**src/hw/spwc_pkg.sv**
```systemverilog
// Constants shared by the soft power wake control block.
// Assumes a 40 MHz reference clock; SLOW_DIV derives from it, the other counts from SLOW_HZ and ms figures.
package spwc_pkg;

   // ----------------------------------------------------------------
   // Register access
   // ----------------------------------------------------------------
   localparam logic [7:0] SPWC_LDN          = 8'h08;
   localparam logic [7:0] ADDR_WAKE_EN1     = 8'hb0;
   localparam logic [7:0] ADDR_WAKE_EN2     = 8'hb1;
   localparam logic [7:0] ADDR_WAKE_STS1    = 8'hb2;
   localparam logic [7:0] ADDR_WAKE_STS2    = 8'hb3;
   localparam logic [7:0] ADDR_OFF_DELAY    = 8'hb8;
   localparam logic [7:0] ADDR_PWR_POWER_WATCHDOG_CONTROL = 8'hf4;
   localparam logic       PORT_INDEX        = 1'b0;
   localparam logic       PORT_DATA         = 1'b1;

   // ----------------------------------------------------------------
   // Field layout and reset values
   // ----------------------------------------------------------------
   localparam int         NUM_WAKE          = 12;
   localparam int         BTN_STS_BIT       = 4;
   localparam int         OFF_EN_BIT        = 7;
   localparam int         SW_OFF_BIT        = 7;
   localparam logic [7:0] WAKE_EN1_RST      = 8'h00;
   localparam logic [7:0] WAKE_EN2_RST      = 8'h80;
   localparam logic [7:0] OFF_DELAY_RST     = 8'h00;
   localparam logic [6:0] PWR_POWER_WATCHDOG_CONTROL_RST  = 7'h00;

   // ----------------------------------------------------------------
   // Timing
   // ----------------------------------------------------------------
   localparam int         CLK_HZ            = 40_000_000;
   localparam int         SLOW_HZ           = 32_768;
   localparam int         SLOW_DIV          = CLK_HZ / SLOW_HZ;
   localparam int         HALF_SEC_MS       = 500;
   localparam int         HALF_SEC_SLOW     = SLOW_HZ * HALF_SEC_MS / 1000;
   localparam int         OVR_MIN_MS        = 4000;
   localparam int         OVR_MAX_MS        = 4500;
   localparam logic [3:0] OVR_STEPS         = 4'((OVR_MIN_MS / HALF_SEC_MS) + 1);
   localparam int         OFF_DLY_MAX_MS    = 32_000;
   localparam logic [6:0] OFF_DLY_MAX_STEPS = 7'(OFF_DLY_MAX_MS / HALF_SEC_MS);

   // ----------------------------------------------------------------
   // Types
   // ----------------------------------------------------------------
   typedef enum logic {
      PWR_OFF = 1'b0,
      PWR_ON  = 1'b1
   } spwc_pwr_t;

   typedef enum logic [1:0] {
      SCI_TO_PIN    = 2'b00,
      SCI_TO_IRQ11  = 2'b01,
      SCI_TO_SERIRQ = 2'b10
   } spwc_sci_sel_t;

endpackage

```
**src/hw/spwc_sync_if.sv**
```systemverilog
// Carrier between the main block and its input synchroniser.
// Assumes both ends run on the same reference clock.
`timescale 1ns/10ps
`default_nettype none
interface spwc_sync_if #(parameter int N = 13);
   logic [N-1:0] raw;
   logic [N-1:0] level;
   logic [N-1:0] fall;
   logic         slowTick;
   modport sync (input raw, input slowTick, output level, output fall);
   modport user (output raw, output slowTick, input level, input fall);
endinterface
`default_nettype wire

```
**src/hw/spwc_edge_sync.sv**
```systemverilog
// Samples wake and button pins at the 32 kHz rate and finds falling edges.
// Assumes slowTick is a one-cycle enable from the standby divider.
`timescale 1ns/10ps
`default_nettype none
module spwc_edge_sync
   import spwc_pkg::*;
#(
   parameter int N = 13
) (
   input  wire logic ref_clk,
   input  wire logic rst_b,
   spwc_sync_if.sync port
);

   logic [N-1:0] meta_q;
   logic [N-1:0] sync_q;
   logic [N-1:0] prev_q;
   logic [N-1:0] fall_q;

   // ----------------------------------------------------------------
   // Per-pin two-stage sampler and edge finder
   // ----------------------------------------------------------------
   for (genvar i = 0; i < N; i++) begin : g_pin
      always_ff @(posedge ref_clk) begin
         if (!rst_b) begin
            meta_q[i] <= 1'b1;
            sync_q[i] <= 1'b1;
            prev_q[i] <= 1'b1;
            fall_q[i] <= 1'b0;
         end else begin
            fall_q[i] <= port.slowTick & prev_q[i] & ~sync_q[i];
            if (port.slowTick) begin
               meta_q[i] <= port.raw[i];
               sync_q[i] <= meta_q[i];
               prev_q[i] <= sync_q[i];
            end
         end
      end
   end

   assign port.level = prev_q;
   assign port.fall  = fall_q;

endmodule
`default_nettype wire

```
**src/hw/spwc_top.sv**
```systemverilog
// Soft power wake control: power-state flop, wake and button logic,
// override timer, battery-backed registers and SCI/SMI event routing.
// Assumes rst_b is the battery power-on reset and pins are synchronous.
`timescale 1ns/10ps
`default_nettype none
module spwc_top
   import spwc_pkg::*;
#(
   parameter int HALF_SEC_TICKS = HALF_SEC_SLOW
) (
   input  wire logic                ref_clk,
   input  wire logic                rst_b,
   input  wire logic [NUM_WAKE-1:0] wakeSource,
   input  wire logic                buttonInN,
   input  wire logic                standbyPorPulse,
   input  wire logic                alarmMissedPulse,
   input  wire logic                alarmRememberEnable,
   input  wire logic                standbyPorPowerUp,
   input  wire logic                standbyPorStayOff,
   input  wire logic                overrideEnable,
   input  wire logic                overrideStatusClear,
   input  wire logic                buttonStatusClear,
   input  wire logic                buttonEventEnable,
   input  wire logic                sciRouteEnable,
   input  wire logic                smiRouteEnable,
   input  wire logic [1:0]          sciPinSelect,
   input  wire logic                onStandbyPower,
   input  wire logic                cfgMode,
   input  wire logic [7:0]          cfgLdn,
   input  wire logic [7:0]          cfgAddr,
   input  wire logic                cfgWr,
   input  wire logic                cfgRd,
   input  wire logic [7:0]          cfgWdata,
   output var  logic [7:0]          cfgRdata,
   output var  logic                powerOnRequestN,
   output var  logic                overrideStatus,
   output var  logic                buttonPressStatus,
   output var  logic                sciPinOut,
   output var  logic                irq11Out,
   output var  logic                serIrqSciOut,
   output var  logic                smiOut
);

   // ----------------------------------------------------------------
   // Declarations
   // ----------------------------------------------------------------
   localparam int BTN = NUM_WAKE;

   spwc_sync_if #(.N(NUM_WAKE + 1)) syncBus ();

   logic [10:0]         slowCnt_q;
   logic                slowTick_q;
   logic [15:0]         halfCnt_q;
   logic                halfTick_q;
   logic [7:0]          index_q;
   logic [7:0]          wakeEn1_q;
   logic [7:0]          wakeEn2_q;
   logic [7:0]          offDelay_q;
   logic [6:0]          pwrWdtCtrl_q;
   logic [NUM_WAKE-1:0] wakeSts_q;
   logic                btnWakeSts_q;
   spwc_pwr_t           pwr_q;
   spwc_pwr_t           pwr_d;
   logic                armed_q;
   logic [6:0]          offCnt_q;
   logic [3:0]          ovrCnt_q;
   logic                ovrFire_q;
   logic                cfgHit;
   logic [7:0]          regAddr;
   logic                regWr;
   logic                regRd;
   logic [7:0]          readMux;
   logic                swOff;
   logic                btnHeld;
   logic                btnFall;
   logic [NUM_WAKE-1:0] wakeFall;
   logic [NUM_WAKE-1:0] wakeEnAll;
   logic [6:0]          offSteps;
   logic                btnOff;
   logic                onEvent;
   logic                offEvent;
   logic                pmEvent;

   // ----------------------------------------------------------------
   // Standby clock enable and half-second tick
   // ----------------------------------------------------------------
   always_ff @(posedge ref_clk) begin
      if (!rst_b) begin
         slowCnt_q  <= 11'h000;
         slowTick_q <= 1'b0;
      end else if (slowCnt_q == 11'(SLOW_DIV - 1)) begin
         slowCnt_q  <= 11'h000;
         slowTick_q <= 1'b1;
      end else begin
         slowCnt_q  <= slowCnt_q + 11'h001;
         slowTick_q <= 1'b0;
      end
   end

   always_ff @(posedge ref_clk) begin
      if (!rst_b) begin
         halfCnt_q  <= 16'h0000;
         halfTick_q <= 1'b0;
      end else begin
         halfTick_q <= 1'b0;
         if (slowTick_q) begin
            if (halfCnt_q == 16'(HALF_SEC_TICKS - 1)) begin
               halfCnt_q  <= 16'h0000;
               halfTick_q <= 1'b1;
            end else begin
               halfCnt_q <= halfCnt_q + 16'h0001;
            end
         end
      end
   end

   // ----------------------------------------------------------------
   // Input sampling
   // ----------------------------------------------------------------
   assign syncBus.raw      = {buttonInN, wakeSource};
   assign syncBus.slowTick = slowTick_q;

   spwc_edge_sync #(.N(NUM_WAKE + 1)) u_sync (
      .ref_clk (ref_clk),
      .rst_b   (rst_b),
      .port    (syncBus.sync)
   );

   assign wakeFall = syncBus.fall[NUM_WAKE-1:0];
   assign btnFall  = syncBus.fall[BTN];
   assign btnHeld  = ~syncBus.level[BTN];

   // ----------------------------------------------------------------
   // Register access decode
   // ----------------------------------------------------------------
   always_comb begin
      cfgHit  = cfgMode && (cfgLdn == SPWC_LDN);
      regAddr = cfgHit ? cfgAddr : index_q;
      regWr   = cfgWr && (cfgHit || (!cfgMode && cfgAddr[0] == PORT_DATA));
      regRd   = cfgRd && (cfgHit || (!cfgMode && cfgAddr[0] == PORT_DATA));
   end

   always_ff @(posedge ref_clk) begin
      if (!rst_b) begin
         index_q <= 8'h00;
      end else if (cfgWr && !cfgMode && cfgAddr[0] == PORT_INDEX) begin
         index_q <= cfgWdata;
      end
   end

   // Battery-backed settings
   always_ff @(posedge ref_clk) begin
      if (!rst_b) begin
         wakeEn1_q    <= WAKE_EN1_RST;
         wakeEn2_q    <= WAKE_EN2_RST;
         offDelay_q   <= OFF_DELAY_RST;
         pwrWdtCtrl_q <= PWR_POWER_WATCHDOG_CONTROL_RST;
      end else if (regWr) begin
         unique case (regAddr)
            ADDR_WAKE_EN1:     wakeEn1_q    <= cfgWdata;
            ADDR_WAKE_EN2:     wakeEn2_q    <= cfgWdata;
            ADDR_OFF_DELAY:    offDelay_q   <= cfgWdata;
            ADDR_PWR_POWER_WATCHDOG_CONTROL: pwrWdtCtrl_q <= cfgWdata[6:0];
            default: ;
         endcase
      end
   end

   assign swOff = regWr && (regAddr == ADDR_PWR_POWER_WATCHDOG_CONTROL)
                  && cfgWdata[SW_OFF_BIT];

   always_comb begin
      readMux = 8'h00;
      unique case (regAddr)
         ADDR_WAKE_EN1:     readMux = wakeEn1_q;
         ADDR_WAKE_EN2:     readMux = wakeEn2_q;
         ADDR_WAKE_STS1:    readMux = wakeSts_q[7:0];
         ADDR_WAKE_STS2:    readMux = {3'h0, btnWakeSts_q, wakeSts_q[NUM_WAKE-1:8]};
         ADDR_OFF_DELAY:    readMux = offDelay_q;
         ADDR_PWR_POWER_WATCHDOG_CONTROL: readMux = {1'b0, pwrWdtCtrl_q};
         default:           readMux = 8'h00;
      endcase
   end

   always_ff @(posedge ref_clk) begin
      if (!rst_b) begin
         cfgRdata <= 8'h00;
      end else if (cfgRd) begin
         cfgRdata <= (regRd) ? readMux : (cfgMode ? 8'h00 : index_q);
      end
   end

   // ----------------------------------------------------------------
   // Wake status; reading a status register clears what it showed
   // ----------------------------------------------------------------
   always_ff @(posedge ref_clk) begin
      if (!rst_b) begin
         wakeSts_q    <= '0;
         btnWakeSts_q <= 1'b0;
      end else begin
         for (int i = 0; i < NUM_WAKE; i++) begin
            if (wakeFall[i]) begin
               wakeSts_q[i] <= 1'b1;
            end else if (regRd && regAddr == (i < 8 ? ADDR_WAKE_STS1 : ADDR_WAKE_STS2)) begin
               wakeSts_q[i] <= 1'b0;
            end
         end
         if (btnFall) begin
            btnWakeSts_q <= 1'b1;
         end else if (regRd && regAddr == ADDR_WAKE_STS2) begin
            btnWakeSts_q <= 1'b0;
         end
      end
   end

   // ----------------------------------------------------------------
   // Button power-off after the programmed delay
   // ----------------------------------------------------------------
   always_comb begin
      offSteps = (offDelay_q >= 8'(OFF_DLY_MAX_STEPS))
                 ? OFF_DLY_MAX_STEPS : offDelay_q[6:0] + 7'h01;
   end

   // A press that turned power on must be released before it can turn it off
   always_ff @(posedge ref_clk) begin
      if (!rst_b) begin
         armed_q <= 1'b0;
      end else if (pwr_q == PWR_OFF) begin
         armed_q <= 1'b0;
      end else if (!btnHeld) begin
         armed_q <= 1'b1;
      end
   end

   always_ff @(posedge ref_clk) begin
      if (!rst_b) begin
         offCnt_q <= 7'h00;
      end else if (!btnHeld || !armed_q) begin
         offCnt_q <= 7'h00;
      end else if (halfTick_q && offCnt_q != offSteps) begin
         offCnt_q <= offCnt_q + 7'h01;
      end
   end

   assign btnOff = armed_q && (offCnt_q == offSteps)
                   && wakeEn2_q[OFF_EN_BIT];

   // ----------------------------------------------------------------
   // Override timer
   // ----------------------------------------------------------------
   always_ff @(posedge ref_clk) begin
      if (!rst_b) begin
         ovrCnt_q <= 4'h0;
      end else if (!btnHeld) begin
         ovrCnt_q <= 4'h0;
      end else if (halfTick_q && ovrCnt_q != OVR_STEPS) begin
         ovrCnt_q <= ovrCnt_q + 4'h1;
      end
   end

   always_ff @(posedge ref_clk) begin
      if (!rst_b) begin
         ovrFire_q <= 1'b0;
      end else begin
         ovrFire_q <= btnHeld && halfTick_q && (ovrCnt_q == OVR_STEPS - 4'h1)
                      && (pwr_q == PWR_ON) && overrideEnable;
      end
   end

   // ----------------------------------------------------------------
   // Power state flop; off events win over on events
   // ----------------------------------------------------------------
   assign wakeEnAll = {wakeEn2_q[NUM_WAKE-9:0], wakeEn1_q};

   always_comb begin
      onEvent  = (|(wakeFall & wakeEnAll)) || btnFall
                 || (alarmMissedPulse && alarmRememberEnable)
                 || (standbyPorPulse && standbyPorPowerUp);
      offEvent = swOff || ovrFire_q
                 || (btnOff && pwr_q == PWR_ON)
                 || (standbyPorPulse && standbyPorStayOff);
      pwr_d    = pwr_q;
      if (offEvent) begin
         pwr_d = PWR_OFF;
      end else if (onEvent) begin
         pwr_d = PWR_ON;
      end
   end

   always_ff @(posedge ref_clk) begin
      if (!rst_b) begin
         pwr_q           <= PWR_OFF;
         powerOnRequestN <= 1'b1;
      end else begin
         pwr_q           <= pwr_d;
         powerOnRequestN <= (pwr_d == PWR_OFF);
      end
   end

   // ----------------------------------------------------------------
   // Button and override status
   // ----------------------------------------------------------------
   always_ff @(posedge ref_clk) begin
      if (!rst_b) begin
         buttonPressStatus <= 1'b0;
      end else if (ovrFire_q) begin
         buttonPressStatus <= 1'b0;
      end else if (btnFall) begin
         buttonPressStatus <= 1'b1;
      end else if (buttonStatusClear) begin
         buttonPressStatus <= 1'b0;
      end
   end

   always_ff @(posedge ref_clk) begin
      if (!rst_b) begin
         overrideStatus <= 1'b0;
      end else if (ovrFire_q) begin
         overrideStatus <= 1'b1;
      end else if (overrideStatusClear) begin
         overrideStatus <= 1'b0;
      end
   end

   // ----------------------------------------------------------------
   // SCI and SMI routing
   // ----------------------------------------------------------------
   assign pmEvent = buttonPressStatus && buttonEventEnable;

   always_ff @(posedge ref_clk) begin
      if (!rst_b) begin
         sciPinOut    <= 1'b0;
         irq11Out     <= 1'b0;
         serIrqSciOut <= 1'b0;
         smiOut       <= 1'b0;
      end else begin
         sciPinOut    <= pmEvent && sciRouteEnable
                         && sciPinSelect == SCI_TO_PIN;
         irq11Out     <= pmEvent && sciRouteEnable
                         && sciPinSelect == SCI_TO_IRQ11;
         serIrqSciOut <= pmEvent && sciRouteEnable && !onStandbyPower
                         && sciPinSelect == SCI_TO_SERIRQ;
         smiOut       <= pmEvent && smiRouteEnable;
      end
   end

endmodule
`default_nettype wire

```
**config.mk**
```make
export PLATFORM = sky130hd
export DESIGN_NAME = spwc_top
export DESIGN_NICKNAME = d
export VERILOG_FILES = /design/src/hw/spwc_pkg.sv /design/src/hw/spwc_sync_if.sv /design/src/hw/spwc_edge_sync.sv /design/src/hw/spwc_top.sv
export SDC_FILE = /design/constraint.sdc
export NUM_CORES = 1
export LEC_CHECK = 0
export BUFFER_PORTS_ARGS = -buffer_cell sky130_fd_sc_hd__buf_4
export CAP_MARGIN = 20
export CORE_AREA = 2 2 136 138
export CTS_CLUSTER_SIZE = 14
export DETAILED_ROUTE_END_ITERATION = 6
export DIE_AREA = 0 0 138 140
export PLACE_DENSITY = 0.58
export SLEW_MARGIN = 10
export SYNTH_ARGS = -nofsm -noshare
export SYNTH_HDL_FRONTEND = slang
export SYNTH_SLANG_ARGS = --single-unit
```
**constraint.sdc**
```tcl
create_clock -name ref_clk -period 2.42 [get_ports ref_clk]
set_clock_uncertainty 0.1 [all_clocks]
set_input_delay 0.242 -clock ref_clk [delete_from_list [all_inputs] [get_ports ref_clk]]
set_output_delay 0.242 -clock ref_clk [all_outputs]
set_load 0.005 [all_outputs]
```
---- Word level (Yosys, flattened, before mapping) ----
Index checks and enable logic that the tools add are counted.
word-level totals
  flip-flop bits (word level) ............. 162
  bits of input ports ..................... 56
  output and inout port bits .............. 15
  word-level logic and storage cells ...... 248
operators by class
  add/sub/neg operators ................... 5
  magnitude comparators ................... 1
  equality and inequality tests ........... 15
  multiplexer cells ....................... 29
  bitwise gates (word level) .............. 44
  reductions and logical operators ........ 67
operator list
  cell                     count
  $eq A8 B8 Y1 const B     6
  $pmux W8 S6              1
  $reduce_bool A2 Y1       15
  $logic_and A1 B1 Y1      29
  $and A1 B1 Y1            26
  $mux W8                  3
  $mux W1                  23
  $not A1 Y1               17
  $add A16 B1 Y16 const B  1
  $eq A16 B14 Y1 const B   1
  $mux W16                 1
  $add A7 B1 Y7 const B    2
  $and A12 B12 Y12         1
  $reduce_and A2 Y1        6
  $reduce_or A12 Y1        1
  $add A11 B1 Y11 const B  1
  $eq A11 B11 Y1 const B   1
  $eq A8 B4 Y1 const B     1
  $ge A8 B7 Y1 const B     1
  $logic_or A1 B1 Y1       8
  $reduce_or A2 Y1         4
  $eq A7 B7 Y1             1
  $mux W7                  1
  $ne A7 B7 Y1             1
  other kinds (7)          9

---- Depth between registers and ports, before layout ----
  word-level depth ........................ 11
  depth in mapped cells ................... 9
  gate-level depth less buffers ........... 8

---- By module ----
Synthesis repeated with hierarchy kept, for this count alone.
unflattened totals
  cell total of the unflattened synthesis .. 718
  area, all modules ....................... 6754.0 sq um
by module, submodules not included
  module          times used  cells an instance  area each (sq um)  seq. area each (sq um)
  spwc_top        1           564                5001.0             2202.1
  spwc_edge_sync  1           154                1752.9             1041.0

---- Worst setup path after synthesis ----
OpenSTA, ideal clock, no wires.
  path type ............................... register -> register
  start point ............................. register offDelay_q[0]
  end point ............................... register offCnt_q[0]
  setup time .............................. 0.069 ns
  arrival time ............................ 2.047 ns
  required time ........................... 2.251 ns
  slack ................................... 0.205 ns
  cell stages (with the launch flop) ...... 9
  buffers on the path ..................... 0
  clock period less this slack ............ 2.215 ns
  cells stage by stage .................... dfxtp_1 -> ha_1 -> and4b_1 -> a31o_1 -> a22o_1 -> o211ai_1 -> nor3_2 -> or4b_1 -> o21ai_1
between the ends
  longest elaborated chain between the ends .. 4
  elaborated cells on any way between the ends .. 5
  classes of those cells .................. add/sub: 1; order compare: 1; eq/ne: 1; mux: 1; reduce/logical: 1
ends and longest elaborated chain
  item                                                  RTL line                          RTL
  start: declaration                                    spwc_top.sv:58                    logic [7:0] offDelay_q;
  start signal: assignment                              spwc_top.sv:162                   ADDR_OFF_DELAY: offDelay_q <= cfgWdata;
  $add A7 B1 Y7 / $ge A8 B7 Y1 (equally long branches)  spwc_top.sv:221, spwc_top.sv:220
  $mux W7 (*)                                           spwc_top.sv:221                   ? OFF_DLY_MAX_STEPS : offDelay_q[6:0] + 7'h01;
  $ne A7 B7 Y1 (*)                                      spwc_top.sv:240                   end else if (halfTick_q && offCnt_q != offSteps) begin
  $logic_and A1 B1 Y1 (*)                               spwc_top.sv:240
  end signal: assignment                                spwc_top.sv:241                   offCnt_q <= offCnt_q + 7'h01;
  end: declaration                                      spwc_top.sv:65                    logic [6:0] offCnt_q;
Every way passes the cells marked *; elsewhere a longest branch is shown, timed or not.
A chain may end at the register's enable or synchronous reset.

---- Worst setup path in the final report ----
  start point ............................. register offDelay_q[1]
  end point ............................... register offCnt_q[0]
Same word-level chain as after synthesis.

==> impl_results.md <==
- CTS tree: done
- Total GRT Usage: 18.3%
- CP Capture Type: flop
- Htree depth: 4
- Io pins: between 70 and 80
- Final core utilization: 49.0%
- Final Max Tran Viols: 0
- Clock buffer depth: 2
- Final ANT Viol Nets: 0
- Layout cell share with drive strength beyond 1: approximately 16%
- Pwr dens: 658 nW/um^2
- Final setup violating endpoints: 0
- Seq pwr share: a little under half
- Vias in the first global route: between 5000 and 6000
- P_int: 4.55 mW
- CP startpoint: offDelay_q[1]
- Actual slew at the worst max-slew pin: ~0.54 ns
- #FFs+latches synth: roughly 160
- CTS buffer count: 17
- Yosys warns: 0
- CTS sink count: 162
- Die area: 19300 um^2
- Row count: 49
- Switching pwr: 1.18 mW
- Worst Hold Launch: buttonStatusClear
- Vias per cell: 5.25
- Core area: 17800 um^2
- RSZ-0062 raised after global routing: yes
- Max frequency: 432 MHz
- Syn_nets: 810
- Crit share post-route: 95.8%
- Slew HR: a little under two thirds
- Postcts setup bufs: 0
- Worst path cell trace: ha_1 -> and4b_1 -> a31o_1 -> a22o_1 -> o211ai_1 -> nor3_4 -> or4b_1 -> o21ai_1
- Synth unique cells: 64
- Lkg Pwr: 3.22 nW
- CP startpoint kind: flop
- Largest net degree at the start of global routing: 42
- FILL cells: about 1700
- Synthesis-to-layout area growth: 24.2%
- Req. time, crit path: 2.67 ns
- Iter 0 DRT Violations: 268
- Cell Area, Placed: between 7000 and 8000 um^2
- Setup slack, reg-to-reg: between 0.1 and 0.15 ns
- Ant diodes: 0
- Clk_lat worst skew: 0.42 ns
- Initial antenna violation count: 0
- Switching Fraction: 20.6%
- # nets final: 910
- Clock Tree Root: clkbuf_16
- Synthesized area: approximately 7000 um^2
- Top FF cell, synth: dfxtp_1
- I/O Buffers: 70
- Sequential share of the synthesized area: 46.3%
- Clock transition at the registers of the reported paths: roughly 0.06 ns
- Post-synth EDFFs: 0
- Post-Layout Inst Area: 8700 um^2
- Worst-path maximum fanout: 9
- Via count: 5718
- Worst EP arrival: 2.57 ns
- Status: finished, final reports clean
- Max_cap viols: 0
- DIE WIDTH: 138 um
- Drt pass-1 iters: 5
- Critical path's slowest cell: or4b_1
- Ys async rst share: 0%
- DR WL/cell: 16.0 um
- Clock group share of total power: 48.2%
- Max incr delay on CP: 0.51 ns
- DP Wirelength: 12600 um
- Comb power frac: 4.7%
- Die height: about 140 um
- Final min period: 2.32 ns
- R2r startpoint: offDelay_q[1]
- Mapped Avg Cell Area: about 9.4 um^2
- VDD IR-drop max: 489 uV
- Hold Crit Class: primary input to flop
- Crit path kind: flop to flop
- Initial Util: 39.4%
- WL final: 17400 um
- Gpl congestion: 0.919
- Grt ovf: 0
- First-pass GRT wire length: approximately 28000 um
- Synth Instances: ~750
- DRC violations left: 0
- Final Hold Viols: 0
metrics by stage:
stage / power, mW / worst slack, ns / setup TNS, ns / hold slack, ns / std cells
after global placement: 3.00 / -0.0463 / -0.292 / 0.307 / 1035
after CTS: 5.81 / 0.0132 / 0 / 0.0159 / 1089
after floorplan: 2.86 / 0.205 / 0 / 0.218 / 747
after global routing: 5.94 / -0.0131 / -0.0224 / 0.0150 / 1089
final: 5.73 / 0.103 / 0 / 0.0330 / 1089
after detailed placement: 3.00 / -0.0536 / -0.275 / 0.317 / 1035
cell usage in the layout, fill, tap and decap left out, types with 4 or more instances in the layout:
master         instances
nor2_1                42
and2_1                 8
nand3b_1               4
a21boi_0              12
nor2b_1               48
dfxtp_1              160
nor4_1                 6
nand3_1               29
nor3b_1               14
a21oi_1               30
nand2_1              101
inv_1                 12
a22oi_1               10
ha_1                   7
nor3_1                 7
clkbuf_8               4
a221oi_1               5
and3_1                15
o211ai_1               4
o21ai_0               16
o21ai_1                4
buf_4                 87
nand4b_1               4
nand4_1                8
mux2i_1               78
clkbuf_16             17
xor2_1                14
xnor2_1               13
nand2b_1               7
dlygate4sd3_1         22
or3_1                  7
synthesized netlist by cell type, types with 10 or more instances:
library cell | instances | area share [%]
nor2_1 | 42 | 2.2
nor2b_1 | 48 | 4.3
a21boi_0 | 12 | 1.3
a22oi_1 | 10 | 1.1
nor3b_1 | 14 | 1.5
xnor2_1 | 13 | 1.6
xor2_1 | 14 | 1.7
nand2_1 | 101 | 5.4
and3_1 | 15 | 1.3
mux2i_1 | 78 | 11
nand3_1 | 29 | 2.1
a21oi_1 | 30 | 2.1
inv_1 | 12 | 0.64
dfxtp_1 | 162 | 46
o21ai_0 | 16 | 1.1
clkbuf_1 | 21 | 1.1
critical path: cells and delay by family (launching register included):
kind	cells	cell delay (ns)
adder cells (fa/ha/maj)	1	0.31
AO/OA/AOI/OAI	4	0.65
flip-flops	1	0.34
AND/OR/NAND/NOR	3	0.85
path summary, 6_finish.rpt:
check | to | depth (start not counted)
worst max-delay path | offCnt_q[0] | 8
worst min-delay path | buttonPressStatus | 4
worst max register to register | offCnt_q[0] | 8
worst min register to register | u_sync.port.fall[1] | 1
state kept, by name (all words and copies together) (netlist names), 4 cells and up:
register           count
offDelay_q             8
index_q                8
u_sync.sync_q         13
slowCnt_q             11
u_sync.port.level     13
u_sync.meta_q         13
wakeEn2_q              8
wakeEn1_q              8
u_sync.port.fall      13
cfgRdata               8
pwrWdtCtrl_q           7
ovrCnt_q               4
offCnt_q               7
halfCnt_q             16
wakeSts_q             12
final cells by class:
type / count / area, um^2 / area share [%]
repair buffers: 111 / 913 / 10.5
clock buffers: 23 / 488 / 5.61
inverters: 13 / 48.8 / 0.561
clock inverters: 9 / 128 / 1.47
well taps: 229 / 287 / 3.29
flip-flops and latches: 162 / 3250 / 37.3
multi-input cells: 542 / 3590 / 41.3
what timing repair did:
action | in CTS | in global routing
hold buffers | 22 | 0
hold endpoints to repair | 19 | 0
setup endpoints to repair | 0 | 9
gates resized for setup | 0 | 2
power groups by stage:
| stage | registers [mW] | clock network [mW] | logic [mW] |
|---|---|---|---|
| after CTS | 2.70 | 2.84 | 0.271 |
| after floorplan | 2.75 | 0 | 0.107 |
| final | 2.70 | 2.76 | 0.270 |
| after detailed placement | 2.76 | 0 | 0.245 |
| after global placement | 2.76 | 0 | 0.240 |
| after global routing | 2.70 | 2.94 | 0.295 |
layer usage:
layer	part of all wire (%)	track usage [%]
met1	46	23.5
met5	0	0
met2	48	30.4
met4	2.0	7.04
met3	3.8	3.83
logic make-up after synthesis:
kind of cell,count (synthesis),share of synthesized area (%)
mux,81,11.9
fa+ha+maj,7,1.25
flops,162,46.3
simple gates,317,24.0
compound gates,110,10.7
buf+inv,43,2.52
xor+xnor,27,3.37
Note: power is estimated with default switching activity, not from simulation.
